**src/design/smbt_defs.vh**
```
`ifndef SMBT_DEFS_VH
`define SMBT_DEFS_VH
// system clock, 20 MHz
`define SMBT_CLK_HZ 32'h01312D00
// supported serial clock rates in hertz
`define SMBT_RATE_125K 32'h0001E848
`define SMBT_RATE_250K 32'h0003D090
`define SMBT_RATE_500K 32'h0007A120
`define SMBT_RATE_1M 32'h000F4240
`define SMBT_RATE_2M 32'h001E8480
`define SMBT_RATE_4M 32'h003D0900
`define SMBT_RATE_8M 32'h007A1200
// highest legal phase/polarity setting
`define SMBT_MODE_MAX 32'h00000003
// config flag word: bit order field
`define SMBT_CFG_LSB_FIRST 0
// open status codes
`define SMBT_ST_OK 16'h0000
`define SMBT_ST_NO_DRIVER 16'h5200
`define SMBT_ST_ALREADY_OPEN 16'h5207
`define SMBT_ST_NO_RESOURCE 16'h521D
`define SMBT_ST_BAD_RATE 16'h5225
`define SMBT_ST_BAD_MODE 16'h5228
// transfer kinds
`define SMBT_KIND_DUPLEX 2'h0
`define SMBT_KIND_WRITE 2'h1
`define SMBT_KIND_READ 2'h2
// byte driven out during read-only transfers
`define SMBT_FILLER 8'hFF
// receive buffer shape
`define SMBT_FIFO_WIDTH 8
`define SMBT_FIFO_DEPTH 8
`define SMBT_FIFO_AW 3
`endif

```
**src/design/smbt_fifo.v**
```verilog
`timescale 1ns/10ps
`default_nettype none
module smbt_fifo #(
   parameter WIDTH = 8,
   parameter DEPTH = 8,
   parameter AW = 3
) (
   // clock and reset
   input wire clk,
   input wire arst_n,
   // fill side
   input wire in_valid,
   input wire [WIDTH-1:0] in_data,
   output wire in_ready,
   // drain side
   output wire out_valid,
   output wire [WIDTH-1:0] out_data,
   input wire out_ready
);
   reg [WIDTH-1:0] mem [0:DEPTH-1];
   reg [AW-1:0] wr_ptr;
   reg [AW-1:0] rd_ptr;
   reg [AW:0] count;
   wire push;
   wire pop;

   // full and empty straight from the occupancy count
   assign in_ready = (count != DEPTH[AW:0]);
   assign out_valid = (count != {(AW+1){1'b0}});
   assign out_data = mem[rd_ptr];
   assign push = in_valid & in_ready;
   assign pop = out_valid & out_ready;

   // storage has no reset; only the pointers and the count need one
   always @(posedge clk)
   begin
      if (push)
         mem[wr_ptr] <= in_data;
   end

   // pointers wrap naturally since depth is a power of two
   always @(posedge clk or negedge arst_n)
   begin
      if (!arst_n)
      begin
         wr_ptr <= {AW{1'b0}};
         rd_ptr <= {AW{1'b0}};
         count <= {(AW+1){1'b0}};
      end
      else
      begin
         if (push)
            wr_ptr <= wr_ptr + {{(AW-1){1'b0}}, 1'b1};
         if (pop)
            rd_ptr <= rd_ptr + {{(AW-1){1'b0}}, 1'b1};
         if (push && !pop)
            count <= count + {{AW{1'b0}}, 1'b1};
         else if (pop && !push)
            count <= count - {{AW{1'b0}}, 1'b1};
      end
   end
endmodule
`default_nettype wire

```
**src/design/smbt_spi_master.v**
```verilog
// Summary of operation
// - open takes phase/polarity setting 0..3, which fixes sample and shift edges.
// - serial clock rate is one of seven rates from 125 kHz to 8 MHz.
// - config bit 0 set sends and receives least significant bit first.
// - bad rate refused with 0x5225, bad phase/polarity setting with 0x5228.
// - open while already open refused with 0x5207; success reports zero.
// - open reports 0x5200 without driver, 0x521D without hardware resource.
// - close on a closed port does nothing and makes no bus activity.
// - full duplex shifts one byte out and one in per eight clocks.
// - full duplex returns as many received bytes as were sent, in order.
// - write-only shifts out all bytes and discards the input line.
// - read-only clocks in exactly the requested byte count and returns them.
// - a transfer ends with one done pulse; no other events exist.
// - master only: drives clock and data out, samples data in.
`timescale 1ns/10ps
`default_nettype none
`include "smbt_defs.vh"
module smbt_spi_master (
   // clock and reset
   input wire clk,
   input wire arst_n,
   // open and close requests
   input wire port_open_request,
   input wire port_close_request,
   input wire [31:0] phase_polarity_select,
   input wire [31:0] serial_clock_rate,
   input wire [31:0] config_flag_word,
   input wire driver_present,
   input wire resource_available,
   // open answer and port state
   output reg open_done,
   output reg [15:0] open_status,
   output reg port_is_open,
   // transfer request
   input wire xfer_start,
   input wire [1:0] xfer_kind,
   input wire [15:0] transmit_byte_count,
   input wire [15:0] read_byte_count,
   output wire busy,
   output reg xfer_done,
   // bytes to transmit
   input wire transmit_bytes_valid,
   input wire [7:0] transmit_bytes_data,
   output wire transmit_bytes_ready,
   // bytes received
   output wire receive_bytes_valid,
   output wire [7:0] receive_bytes_data,
   input wire receive_bytes_ready,
   // serial pins
   output reg sck,
   output reg mosi,
   input wire miso
);
   localparam ST_IDLE = 2'h0;
   localparam ST_LOAD = 2'h1;
   localparam ST_SHIFT = 2'h2;
   localparam ST_DONE = 2'h3;

   // half serial period in system clocks, 4 MHz and 8 MHz rounded down
   localparam [31:0] HALF_125K = `SMBT_CLK_HZ / (2 * `SMBT_RATE_125K);
   localparam [31:0] HALF_250K = `SMBT_CLK_HZ / (2 * `SMBT_RATE_250K);
   localparam [31:0] HALF_500K = `SMBT_CLK_HZ / (2 * `SMBT_RATE_500K);
   localparam [31:0] HALF_1M = `SMBT_CLK_HZ / (2 * `SMBT_RATE_1M);
   localparam [31:0] HALF_2M = `SMBT_CLK_HZ / (2 * `SMBT_RATE_2M);
   localparam [31:0] HALF_4M = `SMBT_CLK_HZ / (2 * `SMBT_RATE_4M);
   localparam [31:0] HALF_8M = `SMBT_CLK_HZ / (2 * `SMBT_RATE_8M);

   reg [1:0] state;
   reg [1:0] kind;
   reg cpol;
   reg cpha;
   reg lsb_first;
   reg [7:0] half;
   reg [7:0] div_cnt;
   reg [3:0] edge_idx;
   reg [15:0] bytes_left;
   reg [7:0] tx_sr;
   reg [7:0] rx_sr;
   reg miso_meta;
   reg miso_sync;
   reg rx_push;
   reg [7:0] rx_byte;
   reg [7:0] next_half;
   reg rate_ok;
   reg cap_d1;
   reg cap_d2;
   reg last_d1;
   reg last_d2;
   wire fifo_room;
   wire need_tx;
   wire need_rx;
   wire byte_ok;
   wire leading;
   wire sample_edge;
   wire shift_edge;
   wire [7:0] next_rx;
   wire [7:0] load_byte;
   wire [15:0] req_count;
   wire sample_now;
   wire last_bit;
   wire rx_wait;

   // pin input crosses into the clk domain through two flops
   always @(posedge clk or negedge arst_n)
   begin
      if (!arst_n)
      begin
         miso_meta <= 1'b0;
         miso_sync <= 1'b0;
      end
      else
      begin
         miso_meta <= miso;
         miso_sync <= miso_meta;
      end
   end

   // rate decode; any other value is unsupported
   always @*
   begin
      rate_ok = 1'b1;
      next_half = HALF_1M[7:0];
      case (serial_clock_rate)
         `SMBT_RATE_125K: next_half = HALF_125K[7:0];
         `SMBT_RATE_250K: next_half = HALF_250K[7:0];
         `SMBT_RATE_500K: next_half = HALF_500K[7:0];
         `SMBT_RATE_1M: next_half = HALF_1M[7:0];
         `SMBT_RATE_2M: next_half = HALF_2M[7:0];
         `SMBT_RATE_4M: next_half = HALF_4M[7:0];
         `SMBT_RATE_8M: next_half = HALF_8M[7:0];
         default: rate_ok = 1'b0;
      endcase
   end

   // open and close; the port setup is frozen while a transfer runs
   always @(posedge clk or negedge arst_n)
   begin
      if (!arst_n)
      begin
         port_is_open <= 1'b0;
         open_done <= 1'b0;
         open_status <= `SMBT_ST_OK;
         cpol <= 1'b0;
         cpha <= 1'b0;
         lsb_first <= 1'b0;
         half <= HALF_1M[7:0];
      end
      else
      begin
         open_done <= 1'b0;
         if (port_open_request)
         begin
            open_done <= 1'b1;
            if (port_is_open)
               open_status <= `SMBT_ST_ALREADY_OPEN;
            else if (!driver_present)
               open_status <= `SMBT_ST_NO_DRIVER;
            else if (!resource_available)
               open_status <= `SMBT_ST_NO_RESOURCE;
            else if (phase_polarity_select > `SMBT_MODE_MAX)
               open_status <= `SMBT_ST_BAD_MODE;
            else if (!rate_ok)
               open_status <= `SMBT_ST_BAD_RATE;
            else
            begin
               open_status <= `SMBT_ST_OK;
               port_is_open <= 1'b1;
               cpol <= phase_polarity_select[1];
               cpha <= phase_polarity_select[0];
               // upper flag bits are reserved and not looked at
               lsb_first <= config_flag_word[`SMBT_CFG_LSB_FIRST];
               half <= next_half;
            end
         end
         else if (port_close_request && state == ST_IDLE)
            port_is_open <= 1'b0;
      end
   end

   // which streams the current kind uses
   assign need_tx = (kind != `SMBT_KIND_READ);
   assign need_rx = (kind != `SMBT_KIND_WRITE);
   // a byte only starts once its data and its buffer slot exist;
   // the slot count is only trusted once the previous byte has landed
   assign byte_ok = (!need_tx || transmit_bytes_valid) && (!need_rx || fifo_room)
      && !rx_wait;
   assign transmit_bytes_ready = (state == ST_LOAD) && need_tx && byte_ok;
   assign load_byte = need_tx ? transmit_bytes_data : `SMBT_FILLER;
   assign busy = (state != ST_IDLE);
   assign req_count = (xfer_kind == `SMBT_KIND_READ) ? read_byte_count : transmit_byte_count;

   // even edges lead away from idle level, odd ones return
   assign leading = ~edge_idx[0];
   assign sample_edge = leading ^ cpha;
   // with second-edge sampling the first bit is already on the line
   assign shift_edge = ~sample_edge & ~(cpha & (edge_idx == 4'h0));
   assign next_rx = lsb_first ? {miso_sync, rx_sr[7:1]} : {rx_sr[6:0], miso_sync};
   // a sample edge is due when the divider runs out in the shift state
   assign sample_now = (state == ST_SHIFT) && (div_cnt == 8'h00) && sample_edge;
   // edges 14 and 15 close a byte; only one of them samples
   assign last_bit = (edge_idx[3:1] == 3'h7);
   // a byte still on its way into the buffer holds back the next one
   assign rx_wait = cap_d1 | cap_d2 | rx_push;

   // byte engine; sck rests at the idle level between bytes
   always @(posedge clk or negedge arst_n)
   begin
      if (!arst_n)
      begin
         state <= ST_IDLE;
         kind <= `SMBT_KIND_DUPLEX;
         bytes_left <= 16'h0000;
         div_cnt <= 8'h00;
         edge_idx <= 4'h0;
         tx_sr <= 8'h00;
         sck <= 1'b0;
         mosi <= 1'b1;
         xfer_done <= 1'b0;
      end
      else
      begin
         xfer_done <= 1'b0;
         case (state)
            ST_IDLE:
            begin
               sck <= cpol;
               edge_idx <= 4'h0;
               // requests on a closed port are ignored
               if (xfer_start && port_is_open && !port_open_request)
               begin
                  kind <= xfer_kind;
                  bytes_left <= req_count;
                  if (req_count == 16'h0000)
                     state <= ST_DONE;
                  else
                     state <= ST_LOAD;
               end
            end
            ST_LOAD:
            begin
               if (byte_ok)
               begin
                  tx_sr <= load_byte;
                  mosi <= lsb_first ? load_byte[0] : load_byte[7];
                  div_cnt <= half - 8'h01;
                  edge_idx <= 4'h0;
                  state <= ST_SHIFT;
               end
            end
            ST_SHIFT:
            begin
               if (div_cnt != 8'h00)
                  div_cnt <= div_cnt - 8'h01;
               else
               begin
                  div_cnt <= half - 8'h01;
                  sck <= ~sck;
                  edge_idx <= edge_idx + 4'h1;
                  // the bit on the line is taken later by the capture pipeline
                  if (shift_edge)
                  begin
                     // next bit onto the line, old one out of the way
                     tx_sr <= lsb_first ? {1'b1, tx_sr[7:1]} : {tx_sr[6:0], 1'b1};
                     mosi <= lsb_first ? tx_sr[1] : tx_sr[6];
                  end
                  // sixteen edges make eight clocks, one byte
                  if (edge_idx == 4'hF)
                  begin
                     bytes_left <= bytes_left - 16'h0001;
                     if (bytes_left == 16'h0001)
                        state <= ST_DONE;
                     else
                        state <= ST_LOAD;
                  end
               end
            end
            ST_DONE:
            begin
               // the answer waits until the last byte sits in the buffer
               if (!rx_wait)
               begin
                  xfer_done <= 1'b1;
                  mosi <= 1'b1;
                  state <= ST_IDLE;
               end
            end
            default:
               state <= ST_IDLE;
         endcase
      end
   end

   // miso arrives two clocks behind the pin, so each bit is taken two clocks
   // after its sample edge; on the edge itself the fastest rate sees a stale bit
   always @(posedge clk or negedge arst_n)
   begin
      if (!arst_n)
      begin
         cap_d1 <= 1'b0;
         cap_d2 <= 1'b0;
         last_d1 <= 1'b0;
         last_d2 <= 1'b0;
         rx_sr <= 8'h00;
         rx_byte <= 8'h00;
         rx_push <= 1'b0;
      end
      else
      begin
         cap_d1 <= sample_now;
         cap_d2 <= cap_d1;
         last_d1 <= sample_now && last_bit;
         last_d2 <= last_d1;
         rx_push <= 1'b0;
         // each stage is a one-clock pulse, sample edges are at least two apart
         if (cap_d2)
            rx_sr <= next_rx;
         if (last_d2)
         begin
            rx_byte <= next_rx;
            rx_push <= need_rx;
         end
      end
   end

   // received bytes wait here; a stalled reader pauses the engine
   smbt_fifo #(
      .WIDTH(`SMBT_FIFO_WIDTH),
      .DEPTH(`SMBT_FIFO_DEPTH),
      .AW(`SMBT_FIFO_AW)
   ) u_rx_fifo (
      .clk(clk),
      .arst_n(arst_n),
      .in_valid(rx_push),
      .in_data(rx_byte),
      .in_ready(fifo_room),
      .out_valid(receive_bytes_valid),
      .out_data(receive_bytes_data),
      .out_ready(receive_bytes_ready)
   );
endmodule
`default_nettype wire

```
**config.mk**
```make
export PLATFORM = sky130hd
export DESIGN_NAME = smbt_spi_master
export DESIGN_NICKNAME = d
export VERILOG_FILES = /design/src/design/smbt_fifo.v /design/src/design/smbt_spi_master.v
export VERILOG_INCLUDE_DIRS = /design/src /design/src/design
export SDC_FILE = /design/constraint.sdc
export NUM_CORES = 1
export LEC_CHECK = 0
export ABC_AREA = 1
export BUFFER_PORTS_ARGS = -buffer_cell sky130_fd_sc_hd__clkbuf_2
export CORE_AREA = 2 2 153 125
export DETAILED_ROUTE_END_ITERATION = 8
export DIE_AREA = 0 0 155 127
export HOLD_SLACK_MARGIN = 0.05
export PLACE_DENSITY = 0.73
export SLEW_MARGIN = 15
export SYNTH_ARGS = -nofsm -noshare
export SYNTH_HDL_FRONTEND = slang
export SYNTH_SLANG_ARGS = --single-unit
```
**constraint.sdc**
```tcl
create_clock -name clk -period 2.5 [get_ports clk]
set_input_delay 0.5 -clock clk [delete_from_list [all_inputs] [get_ports clk]]
set_output_delay 0.5 -clock clk [all_outputs]
set_load 0.01 [all_outputs]
```
==> After elaboration in Yosys (flattened, before gate mapping) <==
Memories as Yosys holds them, arrays and structs flattened.
Index checks and enable logic that the tools add are counted.
{ "totals": {"register_bits": 105, "latch_bits": 0, "ram_bits": 64, "mem_bits_ro": 0, "input_bits": 148, "out_inout_bits": 32, "wordCells": 174, "memories": 1} }
{ "op_classes": {"addsub": 8, "multipliers": 0, "div": 0, "magnitude_cmp": 1, "n_eq_ne": 23, "shift": 0, "muxes": 57, "bitwise": 13, "reduce_logical": 43} }
{ "mem_list": {"columns": ["memory", "words", "width", "rd", "rd_clocked_by_memory_dff", "write_ports", "line", "text"], "rows": [
  ["u_rx_fifo.mem", 8, 8, 1, 0, 1, "smbt_fifo.v:20", "reg [WIDTH-1:0] mem [0:DEPTH-1];"]
]} }
{ "ops": {"columns": ["cell", "n"], "rows": [
  ["$mux 15", 5],
  ["$mux 16", 4],
  ["$mux 8", 8],
  ["$pmux 7 s6", 1],
  ["$eq 32x17->1 const B", 1],
  ["$eq 32x18->1 const B", 1],
  ["$eq 32x19->1 const B", 1],
  ["$eq 32x20->1 const B", 1],
  ["$eq 32x21->1 const B", 1],
  ["$eq 32x22->1 const B", 1],
  ["$eq 32x23->1 const B", 1],
  ["$gt 32x2->1 const B", 1],
  ["$pmux 16 s2", 1],
  ["$pmux 8 s2", 2],
  ["$mux 1", 21],
  ["$eq 16x1->1 const B", 1],
  ["$logic_not 16->1", 1],
  ["$mux 4", 4],
  ["$sub 16x1->16 const B", 1],
  ["$sub 8x1->8 const B", 2],
  ["$mux 2", 7],
  ["$logic_and 1x1->1", 12],
  ["$pmux 4 s3", 1],
  ["$ne 2x2->1 const B", 5],
  ["other kinds (31)", 61]
]} }

==> Longest topological paths before layout <==
Gate-level depths: netlist of run 1.
{ "logic_depth": {"depth_word": 9, "depth_mapped": 13, "depth_no_buf": 13} }

==> By module <==
Synthesis of run 1 repeated with hierarchy kept, for this count alone.
{ "unflattened": {"hier_cells": 1267, "hier_area_um2": 9399.0} }
{ "by_module_without_submodules": {"columns": ["module", "instances", "cells_each", "area_per_inst_um2"], "rows": [
  ["smbt_spi_master", 1, 912, 6020.8],
  ["smbt_fifo", 1, 355, 3378.2]
]} }

==> Worst setup path before layout of run 1 <==
Ideal clock, no wire load.
{ "synth_timing": {"kind": "register -> register", "start": "register u_rx_fifo.count[0]", "end": "register u_rx_fifo.count[3]", "t_arrival_ns": 2.025, "required_ns": 2.377, "slack_ns": 0.351, "path_stages_with_launch": 13, "path_buffers": 0, "path_cell_list": "dfrtp_1 > nor2_1 > nand3_1 > nand2_1 > ha_1 > inv_1 > ha_1 > a21o_1 > a21oi_1 > nor2_1 > nor2_1 > nand2_1 > xor2_1"} }
{ "synth_between": {"elab_chain_cells": 5, "word_cells_on_any_way": 13, "classes_between": "2 x add/sub; 1 x eq/ne; 2 x mux; 2 x bitwise; 6 x reduce/logical"} }
{ "synth_rtl": {"columns": ["item", "line", "text"], "rows": [
  ["start: declaration", "smbt_fifo.v:23", "reg [AW:0] count;"],
  ["start signal: assignment", "smbt_fifo.v:48", "count <= {(AW+1){1'b0}};"],
  ["start signal: assignment", "smbt_fifo.v:57", "count <= count + {{AW{1'b0}}, 1'b1};"],
  ["start signal: assignment", "smbt_fifo.v:59", "count <= count - {{AW{1'b0}}, 1'b1};"],
  ["$reduce_bool 4->1 (*)", "smbt_fifo.v:29", "assign out_valid = (count != {(AW+1){1'b0}});"],
  ["net receive_bytes_valid", "smbt_spi_master.v:46", "output wire receive_bytes_valid,"],
  ["$and 1x1->1 (*)", "smbt_fifo.v:32", "assign pop = out_valid & out_ready;"],
  ["$logic_not 1->1", "smbt_fifo.v:56", "if (push && !pop)"],
  ["$logic_and 1x1->1", "smbt_fifo.v:56", null],
  ["$mux 4 / $reduce_bool 2->1 (equally long branches)", null, null]
]} }
The timed path passes the listed nets; every way through them passes the cells marked *. The select of a mux whose other input is x is not followed.
A chain may end at the register's enable or synchronous reset.

==> Worst setup path in the final report of run 1 <==
{ "layout_timing": {"start": "register u_rx_fifo.rd_ptr[0]", "end": "output receive_bytes_data[4]"} }
{ "layout_between": {"elab_chain_cells": 1} }
{ "layout_rtl": {"columns": ["item", "line", "text"], "rows": [
  ["start: declaration", "smbt_fifo.v:22", "reg [AW-1:0] rd_ptr;"],
  ["start signal: assignment", "smbt_fifo.v:47", "rd_ptr <= {AW{1'b0}};"],
  ["start signal: assignment", "smbt_fifo.v:55", "rd_ptr <= rd_ptr + {{(AW-1){1'b0}}, 1'b1};"],
  ["$mem_v2 8x8", null, null],
  ["end: declaration", "smbt_spi_master.v:47", "output wire [7:0] receive_bytes_data,"]
]} }
No other way between the ends.

==> results of run 1 <==
-- power breakdown --
part	total, uW	leakage, uW	internal [uW]	switching, uW
logic	3260	0.00293	1210	2050
registers	3360	0.00173	3060	305
clock network	2660	0.000298	1530	1120
total	9280	0.00496	5810	3480
-- sequential cells by signal (all words and copies together), names as in the netlist, 2 cells and up --
signal and flops:
bytes_left 16, state 2, edge_idx 4, u_rx_fifo.count 4, u_rx_fifo.wr_ptr 3, div_cnt 8, open_status 6, u_rx_fifo.rd_ptr 3
rx_sr 8, half 7, u_rx_fifo.mem 64, tx_sr 8, rx_byte 8, kind 2
-- logic make-up after synthesis --
logic type | Yosys count | synth area share
adder cells (fa/ha/maj) | 13 | 0.01901
AO/OA/AOI/OAI | 176 | 0.1074
buffers and inverters | 157 | 0.07492
flip-flops | 158 | 0.4779
multiplexers | 11 | 0.01258
other | 1 | 0.0004189
XOR/XNOR | 20 | 0.01957
AND/OR/NAND/NOR | 605 | 0.2882
-- per-layer routing --
layer / global-route usage / vias to the layer above / wire [um]
met5: 0 / - / 0
met4: 0.06808 / 0 / 342
met2: 0.3579 / 246 / 9761
met3: 0.04410 / 28 / 1390
li1: - / 4005 / -
met1: 0.3283 / 3609 / 10130
-- cell usage in the layout, fill, tap and decap left out, types with 9 or more instances in the layout --
master	count
nor2_1	215
mux2i_1	9
nor3_1	13
a21oi_1	19
nand2_1	270
nand2_2	11
xor2_1	14
dfrtp_1	91
o21ai_1	14
edfxtp_1	64
inv_2	9
clkbuf_16	17
ha_1	12
nand3_1	51
inv_1	105
nand4_1	14
o21ai_0	111
a31oi_1	9
buf_4	26
clkbuf_2	140
-- what timing repair did --
| action | CTS | global route |
|---|---|---|
| setup buffers | 0 | 3 |
| hold endpoints to repair | 0 | 0 |
| resized for setup | 3 | 3 |
| hold buffers | 0 | 0 |
| setup endpoints to repair | 6 | 1 |
| cloned | 0 | 0 |
| pin swaps | 0 | 2 |
-- path summary, 6_finish.rpt --
path,start,to,slack (ns),cells after the start
min,arst_n,tx_sr[6],0.08,1
max in group asynchronous,arst_n,mosi,1.77,2
min in group clk,miso,miso_meta,0.18,1
max reg2reg,u_rx_fifo.count[0],u_rx_fifo.count[3],0.23,12
max,u_rx_fifo.rd_ptr[0],receive_bytes_data[4],0.05,7
min reg2reg,last_d1,last_d2,0.35,0
-- critical path, stage by stage (launching register included) --
cell      delay (ns)
dfrtp_1         0.41
inv_1           0.13
buf_12          0.19
o21ai_0         0.10
o22ai_1         0.13
nor2_1          0.06
a31oi_1         0.29
clkbuf_2        0.20
-- final cells by class --
cell class	count	area, sq um
multi-input combinational	832	4036
fill	1611	7381
sequential	158	4278
clock inverter	14	172.7
inverter	118	451.7
timing repair buffer	169	955.9
clock buffer	18	439.2
tap	230	287.8
-- per-stage QoR --
stage | std cells | setup WS (ns) | hold slack (ns) | utilization
after global placement | 1504 | 0.2624 | 0.3334 | 0.5538
final | 1539 | 0.05280 | 0.07696 | 0.5900
after global routing | 1539 | -0.004251 | 0.1156 | 0.5900
after CTS | 1536 | 0.007689 | 0.08538 | 0.5886
after detailed placement | 1504 | 0.2249 | 0.3347 | 0.5538
after floorplan | 1147 | 0.3510 | 0.2044 | -
==> run metrics, run 1 <==
Final Cell Area ~11000 sq um; GP Congestion between 0.9 and 1; Critical Path AT slightly below 2 ns; Post-Route Skew around 0.0090 ns; FMAX 408.6 MHz; Leak Pwr 0.004960 uW; share of layout cells above drive strength 1 0.1971; Synth Instances approximately 1100; synthesis warning total 0; Root Buffer clkbuf_16; Synth top area share 0.2544; TritonRoute pass-1 iters 5; Seq cells post-synth 158; CP Data Required Time roughly 2.0 ns; antenna cells 0; Slew @ Worst Pin 0.6068 ns; # Max-Cap Violations 0; Initial Util 0.4972; clock buffer depth 2; count leader, synth nand2_1; setup TNS 0 ns; PD cells ~870 nW/um^2; distinct cell type count after synthesis 53; largest area contributor in the netlist dfrtp_1; Post-DP HPWL between 15000 and 20000 um; area delta synth->final 18.66%; WL per Instance ~14 um; final count of hold timing violations 0; die height about 130 um; average size of a mapped cell ~8 sq um; IO Port Bufs between 100 and 150; Placed Area ~10000 sq um; vias in the first global route between 7000 and 8000; async set or reset register ratio after synthesis 0.5949; die area roughly 20000 sq um; Final ANT Viol Nets 0; relative slew slack 0.5955; fin crit share 0.9789; status finished, final reports clean; largest net degree at the start of global routing 46; wire length of the first global-routing pass between 30000 and 40000 um; worst hold path type in -> async; Core ar. 18000 sq um; fin crit period about 2.4 ns; final setup violation count 0; Most used DFF post-synth dfrtp_1; TritonCTS Buffers 17; Ports 180; GRT overflow 0; Max Slew Vio Count 0; critical path type reg -> out; Initial DRC Count around 550; CTS clock-pin slew for the worst setup and hold paths ~0.06 ns; GRT Util Overall 0.2294; dominant cells by area after synthesis dfrtp_1 25%, edfxtp_1 21%, nand2_1 11%, nor2_1 9.1%, o21ai_0 6.2%; post-synthesis sequential area ratio 0.4779; crit path capture type primary output; clk_lat worst skew about 0.43 ns; Layout Nets around 1500; routed vias/inst slightly above 5; Site Rows 44; Max FO, Critical Path 32; PnR Total Power 9282 uW; Die Wd between 150 and 200 um; synthesized area around 9000 sq um; Vias 7888; Startpoint Class register; VDD IR max just under 0.5 mV; Routed WL between 20000 and 25000 um; CTS tree built; Clock Sinks roughly 160; post-route DRC violation count 0; H-tree levels 4; initial antenna violation count 0; Post-synth EDFFs 64; Post-synth top cells 270 x nand2_1, 216 x nor2_1, 111 x o21ai_0
(Power assumes the default switching activity.)
==> run 2: changes to the inputs <==
- CORE_AREA: 2 2 153 125 -> 2 2 157 128
- DIE_AREA: 0 0 155 127 -> 0 0 159 130
- PLACE_DENSITY: 0.73 -> 0.72
- SYNTH_HIERARCHICAL: default -> 1
==> run 2 against run 1 <==
- total power decreased by 42%
- synthesized area increased by 5.0%
- cell area increased by 2.9%
- non-clock buffer count decreased by 8
- sequential power decreased by 20%
- register-to-register slack about the same
- die area increased by 5.0%
- critical path type unchanged
- largest cell class is now multi-input gates
- largest power group unchanged
==> run metrics, run 2 <==
critical path type reg -> out; Regs by FF count u_rx_fifo/mem (64), bytes_left (16); Post-synth top cells 383 x nand2_1, 226 x nor2_1, 138 x inv_1; flop2flop setup slack 0.24 ns; dominant cells by area after synthesis dfrtp_1 24%, edfxtp_1 20%, nand2_1 15%, nor2_1 9.0%, inv_1 5.5%; sequential power share 0.497; Die Wd around 160 um; Leak Pwr 0.005314 uW; flip-flop and latch area around 4300 sq um; Post-synth EDFFs 64; Max Slew Vio Count 0; Reg with most FFs u_rx_fifo/mem; Slowest cell on crit path dfrtp_1; Max FO, Critical Path 4; GRT overflow 0; Post-DP HPWL 16320 um; largest area contributor in the netlist dfrtp_1; slowest cell delay on critical path about 0.43 ns; distinct cell type count after synthesis 48; postcts setup bufs 0; clk_lat worst skew between 0.4 and 0.5 ns; Root Buffer clkbuf_16; FMAX roughly 420 MHz; CP delay by family, top simple AND/OR/NAND/NOR gates; RSZ-0062 raised after global routing false; async set or reset register ratio after synthesis 0.5949; routed vias/inst just under 5; synthesis warning total 6; GRT Util Overall 0.2172; crit path capture type primary output; final setup violation count 0; most frequent cells in the layout 383 x nand2_1, 224 x nor2_1, 140 x clkbuf_2; vias in the first global route between 7000 and 8000; worst hold path type in -> async; Routed WL between 20000 and 25000 um; Initial DRC Count 760; initial antenna violation count 0; Ports between 150 and 200; # Max-Cap Violations 0; Critical R2R Launch u_rx_fifo/count[0]; TritonRoute pass-1 iters 5; H-tree levels 4; Most used DFF post-synth dfrtp_1; Startpoint Class register; setup TNS 0 ns; Pint ~4100 uW; Seq cells post-synth about 160; Multi-input gate area between 4000 and 5000 sq um; largest net degree at the start of global routing 67; switch share 0.2405; max FFs per register 64; cells on worst reg2reg path 12; VDD IR max 0.4035 mV; final count of hold timing violations 0; Layout Nets approximately 1600; IO Port Bufs 141; status finished, final reports clean; wire length of the first global-routing pass approximately 37000 um; die area between 20000 and 25000 sq um; PD cells a little under 500 nW/um^2; CTS tree built; clock buffer depth 2; CP Data Required Time 2.00 ns; clock power share 0.447; average size of a mapped cell 7.418 sq um; Filler cells approximately 1900; CTS Hold Bufs 0; total placed cells including tap cells 1654; commonest non-fill, non-tap cell in the layout nand2_1; Synth top area share 0.2423; TritonCTS Buffers 17; antenna cells 0; area delta synth->final 16.24%; Post-Route Skew 0.007147 ns; fin crit share 0.9456; Slew @ Worst Pin between 0.5 and 0.6 ns; count leader, synth nand2_1; Vias between 8000 and 9000; most used cell, CP nor2_2; WL per Instance roughly 13 um; Critical Path AT between 1.5 and 2 ns; Initial Util 0.4860; share of layout cells above drive strength 1 0.1786; Site Rows 46; relative slew slack 0.6415; GP Congestion approximately 0.93; number of buffers and inverters on the critical path 1; sw power between 1000 and 1500 uW; die height ~130 um; fin crit period between 2 and 2.5 ns; Final ANT Viol Nets 0; Comb power frac 0.055; post-synthesis sequential area ratio 0.4551; Layout Cells excl Fill 1686; FF-to-FF End u_rx_fifo/count[3]; CTS clock-pin slew for the worst setup and hold paths approximately 0.07 ns; Synth Instances around 1300; Clock Sinks roughly 160; Core ar. roughly 19000 sq um; synthesized area around 9400 sq um; CP Cell Sequence nor2_2, nand3_2, o21bai_1, o211ai_1, or2_4, nor2_2, clkbuf_2; post-route DRC violation count 0
==> run 2: cell types whose count changed after synthesis, moves of 8 or more <==
cell,before,now
nand2_1,270,383
o21ai_0,111,73
inv_1,108,138
clkbuf_1,16,5
nor2_1,216,226
buf_2,9,18
o21ai_1,14,22
xor2_1,14,6
==> run 2: kinds of logic (layout without fill, tap and decap cells) <==
family | Yosys count | after routing | share of synthesized area
xor+xnor | 17 | 17 | 0.01584
fa+ha+maj | 13 | 13 | 0.01810
compound gates | 134 | 134 | 0.07841
simple gates | 740 | 740 | 0.3317
other cells | 1 | 7 | 0.0003990
mux | 9 | 9 | 0.009851
buf+inv | 195 | 344 | 0.09052
flops | 158 | 158 | 0.4551
==> run 2: layout make-up <==
| cell class | count | share of cell area |
|---|---|---|
| Clock buffer | 17 | 0.03894 |
| Clock inverter | 15 | 0.01225 |
| Inverter | 151 | 0.05211 |
| Multi-Input combinational cell | 920 | 0.3940 |
| Sequential cell | 158 | 0.3917 |
| Tap cell | 264 | 0.03023 |
| Timing Repair Buffer | 161 | 0.08085 |
==> run 2: worst max-delay path by stage <==
stage | startpoint | to | depth (start not counted)
after floorplan | u_rx_fifo/count[0] | u_rx_fifo/count[3] | 11
after global placement | u_rx_fifo/count[0] | u_rx_fifo/count[3] | 12
after detailed placement | u_rx_fifo/count[0] | u_rx_fifo/count[3] | 12
after CTS | kind[0] | transmit_bytes_ready | 7
after global routing | u_rx_fifo/count[1] | transmit_bytes_ready | 7
final | u_rx_fifo/count[1] | transmit_bytes_ready | 7
==> run 2: worst register-to-register path: stages (launching register included) <==
cell     delay [ns]
dfrtp_2        0.44
nor2_2         0.16
nand3_2        0.12
nand2_2        0.19
inv_2          0.09
ha_1           0.22
inv_1          0.13
ha_1           0.27
or2_2          0.31
nand2_1        0.07
nand2_1        0.05
nand3_1        0.06
nand2_1        0.05
==> run 2: stage by stage <==
| stage | power [uW] | utilization | hold WS (ns) | cell area, sq um | setup slack, ns |
|---|---|---|---|---|---|
| 6_report | 5418 | 0.5650 | 0.04528 | 10930 | 0.1360 |
| 5_1_grt | 5613 | 0.5650 | 0.07311 | 10930 | 0.03283 |
| 4_1_cts | 5462 | 0.5644 | 0.05798 | 10920 | 0.05105 |
| 3_5_place_dp | 3048 | 0.5354 | 0.3379 | 10350 | 0.1976 |
| 3_3_place_gp | 3044 | 0.5354 | 0.3333 | 10350 | 0.2675 |
| 2_1_floorplan | 2878 | - | 0.2044 | 9422 | 0.4510 |
==> run 2: timing repair <==
action                     4_1_cts  5_1_grt
resized for setup                1        4
cloned                           0        0
setup endpoints to repair        1        2
==> run 2: metal layers <==
metal | vias to the layer above | wire [um] | global-route usage
li1 | 4306 | - | -
met3 | 23 | 959 | 0.03687
met4 | 0 | 214 | 0.04866
met2 | 194 | 10370 | 0.3627
met5 | - | 0 | 0
met1 | 3801 | 10650 | 0.3012
==> run 2: power groups by stage <==
stage               Clock (uW)  Combinational, uW  Sequential, uW
floorplan                    0                129            2750
global placement             0                298            2750
detailed placement           0                302            2750
CTS                       2460                303            2690
global route              2580                341            2690
finish                    2420                301            2690
==> run 3: changes to the inputs <==
--- a/config.mk
+++ b/config.mk
@@ -10,5 +10,5 @@
 export BUFFER_PORTS_ARGS = -buffer_cell sky130_fd_sc_hd__clkbuf_2
-export CORE_AREA = 2 2 157 128
+export CORE_AREA = 5 5 160 131
 export DETAILED_ROUTE_END_ITERATION = 8
-export DIE_AREA = 0 0 159 130
+export DIE_AREA = 0 0 165 136
 export HOLD_SLACK_MARGIN = 0.05
--- a/constraint.sdc
+++ b/constraint.sdc
@@ -3,2 +3,2 @@
 set_output_delay 0.5 -clock clk [all_outputs]
-set_load 0.01 [all_outputs]
+set_load 0.1 [all_outputs]
==> run 3 against run 2 <==
- fmax shrank 2.1%
- clock power grew 12%
- sequential share of layout area down 0.87 points
- clock skew is 0.0028 ns higher
- routed wire length increased by 3.5%
- sequential power about the same
- combinational power up 30%
==> run metrics, run 3 (synthesis results as in run 2) <==
status finished, final reports clean; TritonRoute pass-1 iters 5; die area roughly 22000 sq um; crit path capture type primary output; Final ANT Viol Nets 0; FF-to-FF End u_rx_fifo/count[3]; commonest non-fill, non-tap cell in the layout nand2_1; worst hold path type in -> reg; Initial DRC Count between 600 and 700; VDD IR max around 0.42 mV; Hold WS roughly 0.18 ns; Reg with most FFs u_rx_fifo/mem; area delta synth->final 18.93%; Post-DP HPWL between 15000 and 20000 um; CP delay by family, top simple AND/OR/NAND/NOR gates; RSZ-0062 raised after global routing true; number of buffers and inverters on the critical path 1; Vias approximately 8400; Root Buffer clkbuf_16; relative slew slack 0.6272; cells on worst reg2reg path 13; CP Data Required Time roughly 2.0 ns; slowest cell delay on critical path approximately 0.43 ns; vias in the first global route approximately 7900; Max Slew Vio Count 0; HP Start miso; final worst setup slack ~0.086 ns; fin crit share 0.9657; Layout Nets 1575; TritonCTS Buffers 17; wire length of the first global-routing pass about 38000 um; fin crit period 2.414 ns; CTS clock-pin slew for the worst setup and hold paths 0.07 ns; Max FO, Critical Path 4; most frequent cells in the layout 383 x nand2_1, 224 x nor2_1, 138 x inv_1; initial antenna violation count 0; Startpoint Class register; routed vias/inst roughly 5.0; Site Rows between 40 and 50; Regs by FF count u_rx_fifo/mem (64), bytes_left (16); CP Cell Sequence nor2_4, nand3_2, o21bai_1, o211ai_1, or2_4, nor2_4, buf_12; share of layout cells above drive strength 1 0.1815; flop2flop setup slack 0.30 ns; Leak Pwr 0.005429 uW; Worst Setup SP u_rx_fifo/count[0]; GRT Util Overall 0.2105; Routed WL 22980 um; most used cell, CP nor2_4; PnR Total Power 5810 uW; Critical R2R Launch u_rx_fifo/count[1]; Slew @ Worst Pin 0.5616 ns; Layout Utilization 0.5780; H-tree levels 4; post-route DRC violation count 0; Slowest cell on crit path dfrtp_2; Clock Sinks between 150 and 200; largest net degree at the start of global routing 67; CTS tree built; GP Congestion between 0.9 and 1; Post-Route Skew between 0.009 and 0.01 ns; Critical Path AT about 1.9 ns; WL per Instance around 14 um; IO Port Bufs ~140; max FFs per register between 60 and 70; antenna cells 0; final setup violation count 0; Hold Path Depth 1; Die Wd around 170 um; PD cells between 500 and 600 nW/um^2; clk_lat worst skew roughly 0.43 ns; Place WS approximately 0.27 ns; Initial Util 0.4860; Core ar. just under 20000 sq um; hold path endpoint miso_meta; clock buffer depth 2; GRT overflow 0; die height approximately 140 um; critical path type reg -> out; FMAX between 400 and 500 MHz; Ports 180; # Max-Cap Violations 0; final count of hold timing violations 0; Critical Path Stages 7
run 3: changes by cell type in the layout (fill, tap and decap cells not counted), moves of 2 or more:
cell       previous run  this run
nor2_2               11         9
buf_4                19        23
inv_6                 3         6
bufinv_16             0         3
clkinv_4              4         2
nor2_4                6         8
clkinv_2              3         1
buf_12                2        11
clkbuf_2            140       131
run 3: through the flow:
step | setup TNS, ns | area, sq um | cells
6_report | 0 | 11180 | 1691
5_1_grt | -0.01426 | 11180 | 1691
4_1_cts | 0 | 11130 | 1687
3_5_place_dp | 0 | 10500 | 1654
3_3_place_gp | 0 | 10500 | 1654
2_1_floorplan | -0.06162 | 9429 | 1273
run 3: worst max path at each step:
stage	slack, ns	to
3_5_place_dp	0.27	u_rx_fifo/count[3]
4_1_cts	0.02	transmit_bytes_ready
6_report	0.09	transmit_bytes_ready
5_1_grt	-0.01	transmit_bytes_ready
3_3_place_gp	0.33	u_rx_fifo/count[3]
2_1_floorplan	-0.06	u_rx_fifo/count[3]
run 3: where the power goes:
group          switching (uW)  leakage, uW  internal (uW)
logic                     276      0.00351            116
clock network            1120     0.000303           1600
registers                4.56      0.00162           2690
run 3: what timing repair did:
action,in CTS,in global routing
endpoints found under the hold margin,32,0
setup endpoints to repair,1,1
hold buffers,1,0
setup buffers,0,4
pin swaps,0,6
resized for setup,2,4
run 3: per-layer routing:
layer,GRT usage,up-vias,share of wire
met2,0.3520,194,0.48
met4,0.04619,0,0.011
met1,0.2875,3920,0.47
met5,0,-,0
li1,-,4311,-
met3,0.03789,23,0.042
run 3: layout make-up:
cell class / instances / area [sq um]
flip-flops and latches: 158 / 4280
multi-input cells: 920 / 4319
repair buffers: 166 / 1059
clock inverters: 15 / 195.2
clock buffers: 17 / 425.4
well taps: 264 / 330.3
inverters: 151 / 569.3
fillers: 1835 / 8160
